[config.mk]
export PLATFORM = sky130hd
export DESIGN_NAME = uts_port
export DESIGN_NICKNAME = d
export VERILOG_FILES = /design/src/common/uts_pkg.sv /design/src/logic/uts_port.sv /design/src/logic/uts_tick.sv
export SDC_FILE = /design/constraint.sdc
export NUM_CORES = 1
export LEC_CHECK = 0
export BUFFER_PORTS_ARGS = -buffer_cell sky130_fd_sc_hd__clkbuf_2
export CORE_MARGIN = 3
export CORE_UTILIZATION = 55
export CTS_CLUSTER_DIAMETER = 50
export DETAILED_ROUTE_END_ITERATION = 8
export PLACE_DENSITY = 0.77
export SLEW_MARGIN = 40
export SYNTH_ARGS = -nofsm -noshare
export SYNTH_HDL_FRONTEND = slang
export SYNTH_SLANG_ARGS = --single-unit
[constraint.sdc]
create_clock -name clk_sys_i -period 2.6 [get_ports clk_sys_i]
set_clock_uncertainty 0.2 [all_clocks]
set_input_delay 0.52 -clock clk_sys_i [delete_from_list [all_inputs] [get_ports clk_sys_i]]
set_output_delay 0.52 -clock clk_sys_i [all_outputs]
set_load 0.02 [all_outputs]
[src/common/uts_pkg.sv]
// Purpose: constants and types shared by the three-mode serial port
// Assumes: 8-bit register port, one system clock
// Notes: offsets are byte addresses on the register port
package uts_pkg;
   // ==========================================================
   // register offsets
   localparam logic [7:0] UTS_PEND_OFS = 8'hf4;
   localparam logic [7:0] UTS_DATA_OFS = 8'hf5;
   localparam logic [7:0] UTS_CTRL_OFS = 8'hf6;
   localparam logic [7:0] UTS_DIVL_OFS = 8'hf8;
   localparam logic [7:0] UTS_DIVH_OFS = 8'hf9;
   // ==========================================================
   // field positions
   localparam int UTS_CTRL_MODE_LSB = 6;
   localparam int UTS_CTRL_MPC = 5;
   localparam int UTS_CTRL_RXEN = 4;
   localparam int UTS_CTRL_TB8 = 3;
   localparam int UTS_CTRL_RB8 = 2;
   localparam int UTS_CTRL_RIE = 1;
   localparam int UTS_CTRL_TIE = 0;
   localparam int UTS_PEND_PEN = 5;
   localparam int UTS_PEND_RPE = 3;
   localparam int UTS_PEND_RIP = 1;
   localparam int UTS_PEND_TIP = 0;
   // ==========================================================
   // reset values
   localparam logic [7:0] UTS_CTRL_RST = 8'h00;
   localparam logic [7:0] UTS_PEND_RST = 8'h00;
   localparam logic [7:0] UTS_BYTE_RST = 8'h00;
   localparam logic [15:0] UTS_DIV_RST = 16'h0000;
   // ==========================================================
   // timing: sixteen ticks per bit, eight bits per byte
   localparam int UTS_TICKS_PER_BIT = 16;
   localparam logic [3:0] UTS_TICK_LAST = 4'(UTS_TICKS_PER_BIT - 1);
   localparam logic [3:0] UTS_TICK_MID = 4'(UTS_TICKS_PER_BIT / 2 - 1);
   localparam logic [3:0] UTS_BIT_LAST8 = 4'h7;
   localparam logic [3:0] UTS_BIT_LAST9 = 4'h8;
   // ==========================================================
   // modes and states
   typedef enum logic [1:0] {
      UTS_MODE_SHIFT,
      UTS_MODE_8BIT,
      UTS_MODE_9BIT,
      UTS_MODE_9BIT_ALT
   } uts_mode_t;
   typedef enum logic [2:0] {
      UTS_TX_IDLE,
      UTS_TX_SYNC,
      UTS_TX_START,
      UTS_TX_DATA,
      UTS_TX_NINTH,
      UTS_TX_STOP
   } uts_tx_st_t;
   typedef enum logic [1:0] {
      UTS_RX_IDLE,
      UTS_RX_START,
      UTS_RX_DATA,
      UTS_RX_STOP
   } uts_rx_st_t;
endpackage : uts_pkg

[src/logic/uts_port.sv]
// Purpose: three-mode serial port with data, control and pending registers
// Assumes: one-cycle strobes, read data valid the cycle after the read strobe
// Notes: receive pin is two-way in shift-register mode
//
// Local design decision: the address-and-strobe port.
`timescale 1ns/1ps
`default_nettype none
module uts_port #(
   parameter int DIV_W = 16
) (
   input wire logic clk_sys_i,
   input wire logic sys_rst_i,
   input wire logic [7:0] addr_i,
   input wire logic [7:0] wr_data_i,
   input wire logic wr_en_i,
   input wire logic rd_en_i,
   output logic [7:0] rd_data_o,
   input wire logic rx_i,
   output logic rx_o,
   output logic rx_oe_o,
   output logic tx_o,
   output logic irq_o
);
   // ==========================================================
   // declarations
   logic tick;
   logic [7:0] ctrl_q, ctrl_d, pend_q, pend_d, rxbuf_q, rxbuf_d, txbuf_q, txbuf_d;
   logic [7:0] rdata_q, rdata_d;
   logic [15:0] div_q, div_d;
   logic irq_q, irq_d, go_q, go_d;
   uts_pkg::uts_mode_t mode;
   logic rxen, tb8, parity_enable, receive_pending_flag, wr_data, wr_pend, wr_ctrl, nine;
   uts_pkg::uts_tx_st_t tx_st_q, tx_st_d;
   logic [3:0] tx_sub_q, tx_sub_d;
   logic [3:0] tx_cnt_q, tx_cnt_d;
   logic [7:0] tx_sh_q, tx_sh_d;
   logic tx_nin_q, tx_nin_d, dir_q, dir_d, take;
   logic tx_pin_q, tx_pin_d, rxo_q, rxo_d, rxoe_q, rxoe_d;
   logic tx_done, sync_done;
   uts_pkg::uts_rx_st_t rx_st_q, rx_st_d;
   logic [3:0] rx_sub_q, rx_sub_d;
   logic [3:0] rx_cnt_q, rx_cnt_d;
   logic [8:0] rx_sh_q, rx_sh_d;
   logic rx_done;
   logic [7:0] rx_byte;
   logic rx_stop, par_err;

   assign mode = uts_pkg::uts_mode_t'(ctrl_q[uts_pkg::UTS_CTRL_MODE_LSB +: 2]);
   assign nine = mode[1];
   assign rxen = ctrl_q[uts_pkg::UTS_CTRL_RXEN];
   assign tb8 = ctrl_q[uts_pkg::UTS_CTRL_TB8];
   assign parity_enable = pend_q[uts_pkg::UTS_PEND_PEN];
   assign receive_pending_flag = pend_q[uts_pkg::UTS_PEND_RIP];
   assign wr_data = wr_en_i && addr_i == uts_pkg::UTS_DATA_OFS;
   assign wr_pend = wr_en_i && addr_i == uts_pkg::UTS_PEND_OFS;
   assign wr_ctrl = wr_en_i && addr_i == uts_pkg::UTS_CTRL_OFS;

   uts_tick #(
      .DIV_W(16)
   ) u_tick (
      .clk_sys_i(clk_sys_i),
      .sys_rst_i(sys_rst_i),
      .div_i(div_q),
      .tick_o(tick)
   );

   // ==========================================================
   // transmit engine, also runs the shift-register mode both ways
   always_comb begin
      tx_st_d = tx_st_q;
      tx_sub_d = tx_sub_q;
      tx_cnt_d = tx_cnt_q;
      tx_sh_d = tx_sh_q;
      tx_nin_d = tx_nin_q;
      dir_d = dir_q;
      rxo_d = rxo_q;
      rxoe_d = rxoe_q;
      tx_pin_d = tx_pin_q;
      take = 1'b0;
      tx_done = 1'b0;
      sync_done = 1'b0;
      if (tick) begin
         tx_sub_d = tx_sub_q + 4'h1;
      end
      unique case (tx_st_q)
         uts_pkg::UTS_TX_IDLE: begin
            tx_sub_d = 4'h0;
            tx_cnt_d = 4'h0;
            tx_pin_d = 1'b1;
            rxoe_d = 1'b0;
            if (go_q) begin
               take = 1'b1;
               tx_sh_d = txbuf_q;
               // even parity when the control is 0, odd when 1
               tx_nin_d = parity_enable ? (^txbuf_q) ^ tb8 : tb8;
               dir_d = 1'b0;
               if (mode == uts_pkg::UTS_MODE_SHIFT) begin
                  tx_st_d = uts_pkg::UTS_TX_SYNC;
                  rxoe_d = 1'b1;
                  rxo_d = txbuf_q[0];
               end else begin
                  tx_st_d = uts_pkg::UTS_TX_START;
                  tx_pin_d = 1'b0;
               end
            end else if (mode == uts_pkg::UTS_MODE_SHIFT && rxen && !receive_pending_flag) begin
               tx_st_d = uts_pkg::UTS_TX_SYNC;
               dir_d = 1'b1;
            end
         end
         uts_pkg::UTS_TX_SYNC: begin
            // clock low for the first half bit, high for the second
            tx_pin_d = tx_sub_d[3];
            if (tick && tx_sub_q == uts_pkg::UTS_TICK_LAST) begin
               // sample at the end of the high phase, data settled for half a bit
               tx_sh_d = {dir_q ? rx_i : 1'b0, tx_sh_q[7:1]};
               rxo_d = tx_sh_q[1];
               tx_cnt_d = tx_cnt_q + 4'h1;
               if (tx_cnt_q == uts_pkg::UTS_BIT_LAST8) begin
                  tx_st_d = uts_pkg::UTS_TX_IDLE;
                  tx_done = !dir_q;
                  sync_done = dir_q;
                  rxoe_d = 1'b0;
               end
            end
            if (dir_q && !rxen) begin
               tx_st_d = uts_pkg::UTS_TX_IDLE;
            end
         end
         uts_pkg::UTS_TX_START: begin
            if (tick && tx_sub_q == uts_pkg::UTS_TICK_LAST) begin
               tx_st_d = uts_pkg::UTS_TX_DATA;
               tx_pin_d = tx_sh_q[0];
            end
         end
         uts_pkg::UTS_TX_DATA: begin
            if (tick && tx_sub_q == uts_pkg::UTS_TICK_LAST) begin
               tx_sh_d = {1'b0, tx_sh_q[7:1]};
               tx_pin_d = tx_sh_q[1];
               tx_cnt_d = tx_cnt_q + 4'h1;
               if (tx_cnt_q == uts_pkg::UTS_BIT_LAST8) begin
                  if (nine) begin
                     tx_st_d = uts_pkg::UTS_TX_NINTH;
                     tx_pin_d = tx_nin_q;
                  end else begin
                     tx_st_d = uts_pkg::UTS_TX_STOP;
                     tx_pin_d = 1'b1;
                     tx_done = 1'b1;
                  end
               end
            end
         end
         uts_pkg::UTS_TX_NINTH: begin
            if (tick && tx_sub_q == uts_pkg::UTS_TICK_LAST) begin
               tx_st_d = uts_pkg::UTS_TX_STOP;
               tx_pin_d = 1'b1;
               tx_done = 1'b1;
            end
         end
         uts_pkg::UTS_TX_STOP: begin
            if (tick && tx_sub_q == uts_pkg::UTS_TICK_LAST) begin
               tx_st_d = uts_pkg::UTS_TX_IDLE;
            end
         end
         default: begin
            tx_st_d = uts_pkg::UTS_TX_IDLE;
         end
      endcase
   end
   always_ff @(posedge clk_sys_i) begin
      if (sys_rst_i) begin
         tx_st_q <= uts_pkg::UTS_TX_IDLE;
         tx_sub_q <= 4'h0;
         tx_cnt_q <= 4'h0;
         tx_sh_q <= uts_pkg::UTS_BYTE_RST;
         tx_nin_q <= 1'b0;
         dir_q <= 1'b0;
         rxo_q <= 1'b0;
         rxoe_q <= 1'b0;
         tx_pin_q <= 1'b1;
      end else begin
         tx_st_q <= tx_st_d;
         tx_sub_q <= tx_sub_d;
         tx_cnt_q <= tx_cnt_d;
         tx_sh_q <= tx_sh_d;
         tx_nin_q <= tx_nin_d;
         dir_q <= dir_d;
         rxo_q <= rxo_d;
         rxoe_q <= rxoe_d;
         tx_pin_q <= tx_pin_d;
      end
   end

   // ==========================================================
   // asynchronous receiver
   always_comb begin
      rx_st_d = rx_st_q;
      rx_sub_d = rx_sub_q;
      rx_cnt_d = rx_cnt_q;
      rx_sh_d = rx_sh_q;
      rx_done = 1'b0;
      if (tick) begin
         rx_sub_d = rx_sub_q + 4'h1;
      end
      unique case (rx_st_q)
         uts_pkg::UTS_RX_IDLE: begin
            rx_sub_d = 4'h0;
            rx_cnt_d = 4'h0;
            if (tick && rxen && mode != uts_pkg::UTS_MODE_SHIFT && !rx_i) begin
               rx_st_d = uts_pkg::UTS_RX_START;
            end
         end
         uts_pkg::UTS_RX_START: begin
            if (tick && rx_sub_q == uts_pkg::UTS_TICK_MID) begin
               // a glitch shorter than half a bit is not a start bit
               rx_st_d = rx_i ? uts_pkg::UTS_RX_IDLE : uts_pkg::UTS_RX_DATA;
               rx_sub_d = 4'h0;
            end
         end
         uts_pkg::UTS_RX_DATA: begin
            if (tick && rx_sub_q == uts_pkg::UTS_TICK_LAST) begin
               rx_sh_d = {rx_i, rx_sh_q[8:1]};
               rx_cnt_d = rx_cnt_q + 4'h1;
               if (rx_cnt_q == (nine ? uts_pkg::UTS_BIT_LAST9 : uts_pkg::UTS_BIT_LAST8)) begin
                  rx_st_d = uts_pkg::UTS_RX_STOP;
               end
            end
         end
         uts_pkg::UTS_RX_STOP: begin
            if (tick && rx_sub_q == uts_pkg::UTS_TICK_LAST) begin
               rx_st_d = uts_pkg::UTS_RX_IDLE;
               rx_done = 1'b1;
            end
         end
      endcase
      if (!rxen) begin
         rx_st_d = uts_pkg::UTS_RX_IDLE;
         rx_done = 1'b0;
      end
   end
   always_ff @(posedge clk_sys_i) begin
      if (sys_rst_i) begin
         rx_st_q <= uts_pkg::UTS_RX_IDLE;
         rx_sub_q <= 4'h0;
         rx_cnt_q <= 4'h0;
         rx_sh_q <= 9'h000;
      end else begin
         rx_st_q <= rx_st_d;
         rx_sub_q <= rx_sub_d;
         rx_cnt_q <= rx_cnt_d;
         rx_sh_q <= rx_sh_d;
      end
   end

   // eight-bit frames leave the data one place higher in the shifter
   assign rx_byte = nine ? rx_sh_q[7:0] : rx_sh_q[8:1];
   assign rx_stop = rx_i;
   // error when the ninth bit disagrees with the selected parity
   assign par_err = rx_sh_q[8] != ((^rx_sh_q[7:0]) ^ ctrl_q[uts_pkg::UTS_CTRL_RB8]);

   // ==========================================================
   // register file
   always_comb begin
      ctrl_d = ctrl_q;
      pend_d = pend_q;
      rxbuf_d = rxbuf_q;
      txbuf_d = txbuf_q;
      div_d = div_q;
      go_d = go_q && !take;
      rdata_d = 8'h00;
      if (wr_ctrl) begin
         ctrl_d = wr_data_i;
      end
      if (wr_pend) begin
         // software writes bits 5, 3, 1 and 0 as given, others cleared; a same-cycle hardware set wins below
         pend_d = wr_data_i & 8'h2b;
      end
      if (wr_data) begin
         txbuf_d = wr_data_i;
         go_d = 1'b1;
      end
      if (wr_en_i && addr_i == uts_pkg::UTS_DIVL_OFS) begin
         div_d[7:0] = wr_data_i;
      end
      if (wr_en_i && addr_i == uts_pkg::UTS_DIVH_OFS) begin
         div_d[15:8] = wr_data_i;
      end
      if (tx_done) begin
         pend_d[uts_pkg::UTS_PEND_TIP] = 1'b1;
      end
      if (sync_done) begin
         rxbuf_d = tx_sh_d;
         pend_d[uts_pkg::UTS_PEND_RIP] = 1'b1;
      end
      if (rx_done) begin
         // an unread byte is simply overwritten
         rxbuf_d = rx_byte;
         pend_d[uts_pkg::UTS_PEND_RIP] = 1'b1;
         if (!nine) begin
            ctrl_d[uts_pkg::UTS_CTRL_RB8] = rx_stop;
         end else if (!parity_enable) begin
            ctrl_d[uts_pkg::UTS_CTRL_RB8] = rx_sh_q[8];
         end else begin
            pend_d[uts_pkg::UTS_PEND_RPE] = par_err;
         end
      end
      if (rd_en_i) begin
         unique case (addr_i)
            uts_pkg::UTS_PEND_OFS: rdata_d = pend_q;
            uts_pkg::UTS_DATA_OFS: rdata_d = rxbuf_q;
            uts_pkg::UTS_CTRL_OFS: rdata_d = ctrl_q;
            uts_pkg::UTS_DIVL_OFS: rdata_d = div_q[7:0];
            uts_pkg::UTS_DIVH_OFS: rdata_d = div_q[15:8];
            default: rdata_d = 8'h00;
         endcase
      end
      irq_d = (pend_d[uts_pkg::UTS_PEND_TIP] && ctrl_d[uts_pkg::UTS_CTRL_TIE]) ||
              (pend_d[uts_pkg::UTS_PEND_RIP] && ctrl_d[uts_pkg::UTS_CTRL_RIE]);
   end
   always_ff @(posedge clk_sys_i) begin
      if (sys_rst_i) begin
         ctrl_q <= uts_pkg::UTS_CTRL_RST;
         pend_q <= uts_pkg::UTS_PEND_RST;
         rxbuf_q <= uts_pkg::UTS_BYTE_RST;
         txbuf_q <= uts_pkg::UTS_BYTE_RST;
         div_q <= uts_pkg::UTS_DIV_RST;
         go_q <= 1'b0;
         rdata_q <= 8'h00;
         irq_q <= 1'b0;
      end else begin
         ctrl_q <= ctrl_d;
         pend_q <= pend_d;
         rxbuf_q <= rxbuf_d;
         txbuf_q <= txbuf_d;
         div_q <= div_d;
         go_q <= go_d;
         rdata_q <= rdata_d;
         irq_q <= irq_d;
      end
   end

   assign rd_data_o = rdata_q;
   assign rx_o = rxo_q;
   assign rx_oe_o = rxoe_q;
   assign tx_o = tx_pin_q;
   assign irq_o = irq_q;

   // ==========================================================
   // checks
   a_tip_set: assert property (@(posedge clk_sys_i) disable iff (sys_rst_i)
      tx_done |=> pend_q[uts_pkg::UTS_PEND_TIP])
      else $error("transmit pending not set");
   a_rip_kept: assert property (@(posedge clk_sys_i) disable iff (sys_rst_i)
      pend_q[uts_pkg::UTS_PEND_RIP] && !wr_pend |=> pend_q[uts_pkg::UTS_PEND_RIP])
      else $error("receive pending cleared by hardware");
   a_stop_high: assert property (@(posedge clk_sys_i) disable iff (sys_rst_i)
      tx_st_q == uts_pkg::UTS_TX_STOP |-> tx_pin_q)
      else $error("stop bit not high");
   a_start_low: assert property (@(posedge clk_sys_i) disable iff (sys_rst_i)
      tx_st_q == uts_pkg::UTS_TX_START |-> !tx_pin_q)
      else $error("start bit not low");
   a_data_starts: assert property (@(posedge clk_sys_i) disable iff (sys_rst_i)
      wr_data && tx_st_q == uts_pkg::UTS_TX_IDLE && !go_q |=> ##1 tx_st_q != uts_pkg::UTS_TX_IDLE)
      else $error("data write did not start transmission");
   a_rx_abandon: assert property (@(posedge clk_sys_i) disable iff (sys_rst_i)
      !rxen && !$past(rxen) |-> rx_st_q == uts_pkg::UTS_RX_IDLE)
      else $error("reception kept running while disabled");
   a_rip_pulse: assert property (@(posedge clk_sys_i) disable iff (sys_rst_i)
      rx_done |=> pend_q[uts_pkg::UTS_PEND_RIP] && rxbuf_q == $past(rx_byte))
      else $error("received byte not stored");
   a_ctrl_reset: assert property (@(posedge clk_sys_i)
      $past(sys_rst_i) |-> ctrl_q == uts_pkg::UTS_CTRL_RST)
      else $error("control not cleared by reset");
   a_irq_gate: assert property (@(posedge clk_sys_i) disable iff (sys_rst_i)
      irq_o |-> (pend_q[0] && ctrl_q[0]) || (pend_q[1] && ctrl_q[1]))
      else $error("request without enabled pending bit");
   a_sync_clock: assert property (@(posedge clk_sys_i) disable iff (sys_rst_i)
      mode == uts_pkg::UTS_MODE_SHIFT && tx_st_q == uts_pkg::UTS_TX_IDLE
      && $past(tx_st_q) == uts_pkg::UTS_TX_IDLE |-> tx_pin_q)
      else $error("shift clock not idle high");
endmodule : uts_port
`default_nettype wire

[src/logic/uts_tick.sv]
// Purpose: rate tick, one pulse every divisor+1 system clocks
// Assumes: divisor may change at any time
// Notes: sixteen ticks make one serial bit
`timescale 1ns/1ps
`default_nettype none
module uts_tick #(
   parameter int DIV_W = 16
) (
   input wire logic clk_sys_i,
   input wire logic sys_rst_i,
   input wire logic [DIV_W-1:0] div_i,
   output logic tick_o
);
   logic [DIV_W-1:0] cnt_q;
   logic [DIV_W-1:0] cnt_d;
   logic tick_q;
   logic tick_d;
   // ==========================================================
   // divider
   always_comb begin
      tick_d = 1'b0;
      cnt_d = cnt_q + DIV_W'(1);
      // >= keeps a shrinking divisor from wrapping the full range
      if (cnt_q >= div_i) begin
         cnt_d = '0;
         tick_d = 1'b1;
      end
   end
   always_ff @(posedge clk_sys_i) begin
      if (sys_rst_i) begin
         cnt_q <= '0;
         tick_q <= 1'b0;
      end else begin
         cnt_q <= cnt_d;
         tick_q <= tick_d;
      end
   end
   assign tick_o = tick_q;
   a_tick_spacing: assert property (@(posedge clk_sys_i) disable iff (sys_rst_i)
      tick_q && div_i == '0 && $stable(div_i) |=> tick_q)
      else $error("tick not every clock with divisor zero");
endmodule : uts_tick
`default_nettype wire

# == After elaboration in Yosys (flattened, before gate mapping) ==
# Cells that the tools add are included.
# word_totals
regBits,114
in_bits,21
output_inout_bits,12
wordCells,209
# op_classes
add_sub_neg,5
order_cmp,1
eq_ne,37
mux,85
n_bitwise,4
reduce_logical,50
# op_table
operator,n
$mux 8,6
$mux 1,43
$eq 8x8->1 const B,5
$pmux 8 s5,1
$mux 3,11
$mux 4,7
$ne 2x2->1 const B,14
$pmux 4 s2,3
$pmux 8 s3,1
$pmux 3 s6,1
$logic_and 1x1->1,17
$add 16x1->16 const B,1
$add 4x1->4 const B,4
$ge 16x16->1,1
$reduce_xor 8->1,2
$mux 2,7
$reduce_bool 2->1,6
$reduce_and 2->1,5
$reduce_or 2->1,5
$ne 3x3->1 const B,3
$eq 4x3->1 const B,2
$eq 4x4->1 const B,2
$pmux 2 s4,1
$reduce_and 4->1,2
21 further kinds,32

# == Logic depth before layout (Yosys ltp) ==
# depth
ltp_word,8
depth_mapped,9
mapped_depth_nobuf,7

# == By module ==
# Synthesis repeated with hierarchy kept, for this count alone.
# unflattened
hier_cells,677
hier_area_um2,5972.0
# by_module_without_submodules
mod,n_inst,cells_per_inst,area_each_um2,seq_area_each_um2
uts_port,1,539,4814.6,1941.9
uts_tick,1,138,1157.4,340.3

# == Least setup slack after synthesis ==
# No wires, ideal clock.
# synth_timing
path_kind,flip-flop to flip-flop
startpoint,reg div_q[10]
endpoint,reg u_tick.cnt_q[10]
setup_time_ps,70
t_arrival_ps,1923
required_time_ps,2330
path_slack_ps,407
stages_incl_launch_ff,9
n_path_buf,1
synth_period_minus_slack_ps,2193
cell_sequence,dfxtp_1 > inv_1 > ha_1 > and3_1 > a221oi_2 > nand2_1 > a2111o_1 > buf_2 > a21oi_1
# synth_between
elab_chain_len,2
# synth_lines
element,line,text
from (decl),uts_port.sv:29,"logic [15:0] div_q, div_d;"
from (signal assigned),uts_port.sv:325,div_q <= uts_pkg::UTS_DIV_RST;
from (signal assigned),uts_port.sv:334,div_q <= div_d;
$ge 16x16->1,uts_tick.sv:24,if (cnt_q >= div_i) begin
$reduce_or 2->1 (no line),-,
to (signal assigned),uts_tick.sv:34,cnt_q <= cnt_d;
to (decl),uts_tick.sv:14,logic [DIV_W-1:0] cnt_q;
# Every way passes these cells.
# A chain may end at the register's enable or synchronous reset.

# == Final worst setup path ==
# layout_timing
startpoint,reg div_q[10]
endpoint,reg u_tick.cnt_q[1]
# The elaborated chain is that of the path after synthesis.

==> results.py <==
metrics = {
    "run_status": {
        "status": "finished clean",
    },
    "placement": {
        "gp_congestion": 0.9131,
        "dpl.hpwl_um": 10100,
        "numPortBuffers": 32,
        "place_ws_ps": 191.3,
    },
    "global_route": {
        "grt_util_met2_pct": 42.37,
        "grt_usage_pct": 25.44,
        "first_global_vias": 4810,
        "top_usage_layer": "met2",
        "antenna_found_initial": 0,
        "use_met1_pct": 31.41,
        "use_met3_pct": 6.866,
        "grt_pass1_wl_um": 23480,
        "grt_overflow": 0,
        "grt_max_degree": 59,
    },
    "yosys": {
        "post_synth_num_cell_types": 62,
        "synth_top_flop_cell": "dfxtp_1",
        "synthDominantCellAreaShare_pct": 39.52,
        "synth_cells": 667,
        "yosys.area.top_type": "dfxtp_1",
        "synth_edf_count": 0,
        "synth_area_per_cell_um2": 8.657,
        "syn-cell-area_mm2": 0.005774,
        "yosysWarnings": 0,
        "synth.area.top_cells": "dfxtp_1 (40%), mux2i_1 (6.1%), a21oi_1 (5.5%)",
        "synth_fp_nets": 709,
        "async_reset_ff_share_pct": 0,
        "ys_seq_area_share_pct": 39.52,
        "ys_ff_latch": 114,
    },
    "critical_path": {
        "cp-end-kind": "flip-flop",
        "rr_startpoint": "div_q[10]",
        "cp.arrival_ps": 2590,
        "critical_path.startpoint": "div_q[10]",
        "rr_endpoint": "u_tick.cnt_q[1]",
        "critPathKind": "reg -> reg",
        "ff2ff_path_depth": 7,
        "critPathLaunchType": "flip-flop",
        "rrSetupSlack_ps": 270,
        "crit_fanout": 16,
        "worstPathRequired_ps": 2850,
    },
    "clocking": {
        "cts_buffers": 17,
        "cts_tree": "built",
        "clock_latency_ps": 530,
        "cts.hold.buffers_added": 0,
        "clockBufferDepth": 2,
        "htreeDepth": 4,
        "path_clk_slew_ps": 60,
        "cts_setup_buffers": 0,
        "clockRootBuffer": "clkbuf_8",
        "cts_num_sinks": 114,
        "ctsResizeCount": 0,
    },
    "sta": {
        "slew_viol_final": 0,
        "period_minus_slack_ps": 2335,
        "final.period_utilization_pct": 89.81,
        "hold_viol": 0,
        "setup-violations-final": 0,
        "worst_pin_slew_ps": 616.4,
        "worst_slack_ps": 265.0,
        "whs_ps": 106.8,
        "finalSetupTns_ps": 0,
        "slew_headroom_pct": 58.85,
        "max_clock_freq_mhz": 428.3,
        "rsz0062_at_grt": "false",
    },
    "route": {
        "post_drt_wl_per_cell_um": 17.26,
        "drcViolationCount": 0,
        "via_per_inst": 5.957,
        "vias": 5010,
        "drt-pass1-iter-count": 5,
        "postRouteAntennaNets": 0,
        "routed_wl_um": 14520,
        "drt_iter0_drc": 489,
    },
    "die": {
        "rows": 36,
        "die_width_um": 108.5,
        "fp.dieH_um": 108.5,
        "placeableCoreArea_mm2": 0.01000,
        "start_util_pct": 57.75,
        "boundaryPins": 33,
        "die-area_mm2": 0.01176,
    },
    "power": {
        "seq_power_share_pct": 40.7,
        "powerDensity_mw_per_mm2": 650.3,
        "swShare_pct": 21.20,
        "ir_worst_vdd_v": 0.0005036,
        "clkPwrFrac_pct": 56.1,
        "p_int_mw": 3.426,
        "p_sw_mw": 0.9219,
        "combPwrFrac_pct": 3.3,
        "power_mw": 4.347,
        "leakage_nw": 2.638,
    },
    "min_path": {
        "hold_path.class": "in -> reg",
        "min_path_cells": 3,
        "min_from": "wr_data_i[7]",
        "hold_path_end": "div_q[7]",
    },
    "layout": {
        "antennaDiodeCount": 0,
        "drive_gt1_share_pct": 14.12,
        "nets": 738,
        "area_growth_pct": 15.77,
    },
    "flow_run": {
        "maxCapViolCount": 0,
    },
}
-- synthesized netlist by cell type, drive strengths merged (6+ instances only) --
cell type  count
inv           21
a31oi          6
a22oi         13
mux2           9
a32o           7
nor3           7
nand4          9
xor2          17
nand3         15
dfxtp        114
a21oi         65
a211o          7
nor2          74
and3          12
nor2b          6
o21ai         24
clkbuf        21
ha            21
xnor2         22
nand2         69
mux2i         35
and2           7
a221oi         6
buf           19
-- area by class of cell --
cell class              instances  area (µm²)
well taps                     133       166.4
fillers                       814        3314
inverters                      21       78.83
clock inverters                10       156.4
clock buffers                  21       459.2
repair buffers                 50       307.8
multi-input cells             492        3234
flip-flops and latches        114        2282
-- critical path, cell delays in order (launching register included) --
cell and delay [ps]:
dfxtp_1 380, inv_1 60, ha_1 310, and3_1 210
a221oi_2 270, nand2_1 90, a2111o_2 510, a21boi_0 220
-- state kept, by name (all words and copies together), names as in the netlist, 3 cells and up, named ones only --
name / count
ctrl_q: 8
div_q: 16
pend_q: 4
rd_data_o: 8
rx_cnt_q: 4
rx_sh_q: 9
rx_sub_q: 4
rxbuf_q: 8
tx_cnt_q: 4
tx_sh_q: 8
tx_st_q: 3
tx_sub_q: 4
txbuf_q: 8
u_tick.cnt_q: 16
-- power groups by stage --
stage               Combinational [mW]  Sequential [mW]  Clock, mW
global placement                 0.136             1.80          0
CTS                              0.140             1.77       2.45
finish                           0.143             1.77       2.44
global route                     0.154             1.77       2.53
detailed placement               0.140             1.80          0
floorplan                       0.0839             1.80          0
-- metrics by stage --
stage	util (%)	area, µm²	cells
3_3_place_gp	60.64	6063	810
2_1_floorplan	-	5774	667
5_1_grt	66.85	6685	841
3_5_place_dp	60.64	6063	810
4_1_cts	66.79	6679	841
6_report	66.85	6685	841
-- metal layers --
metal | part of all wire [%] | wire length, µm
met1 | 43 | 6256
met2 | 48 | 7009
met3 | 6.3 | 913
met4 | 2.3 | 336
met5 | 0 | 0
-- cells in the final DEF (no fill, tap or decap), types with 15 or more instances in the layout --
master     synthesis  routed
xnor2_1           22      22
o21ai_0           24      24
mux2i_1           35      35
buf_4              2      17
inv_1             21      21
dfxtp_1          114     114
clkbuf_16          0      16
ha_1              21      21
nand3_1           15      15
xor2_1            17      17
a21oi_1           64      64
nor2_1            74      74
nand2_1           69      69
clkbuf_2           1      32
-- logic make-up after synthesis --
kind of cell	synth area share, %
xor+xnor	5.915
simple gates	20.02
mux	7.822
fa+ha+maj	4.550
flops	39.52
compound gates	17.60
buf+inv	4.572
-- worst max path at each step --
stage,slack [ps],to,depth (start not counted)
final,270,u_tick.cnt_q[1],7
after global routing,90,u_tick.cnt_q[1],7
after CTS,170,u_tick.cnt_q[1],7
after detailed placement,190,u_tick.cnt_q[1],7
after global placement,300,u_tick.cnt_q[1],7
after floorplan,410,u_tick.cnt_q[10],8
Power figures use the tool's default switching activity.
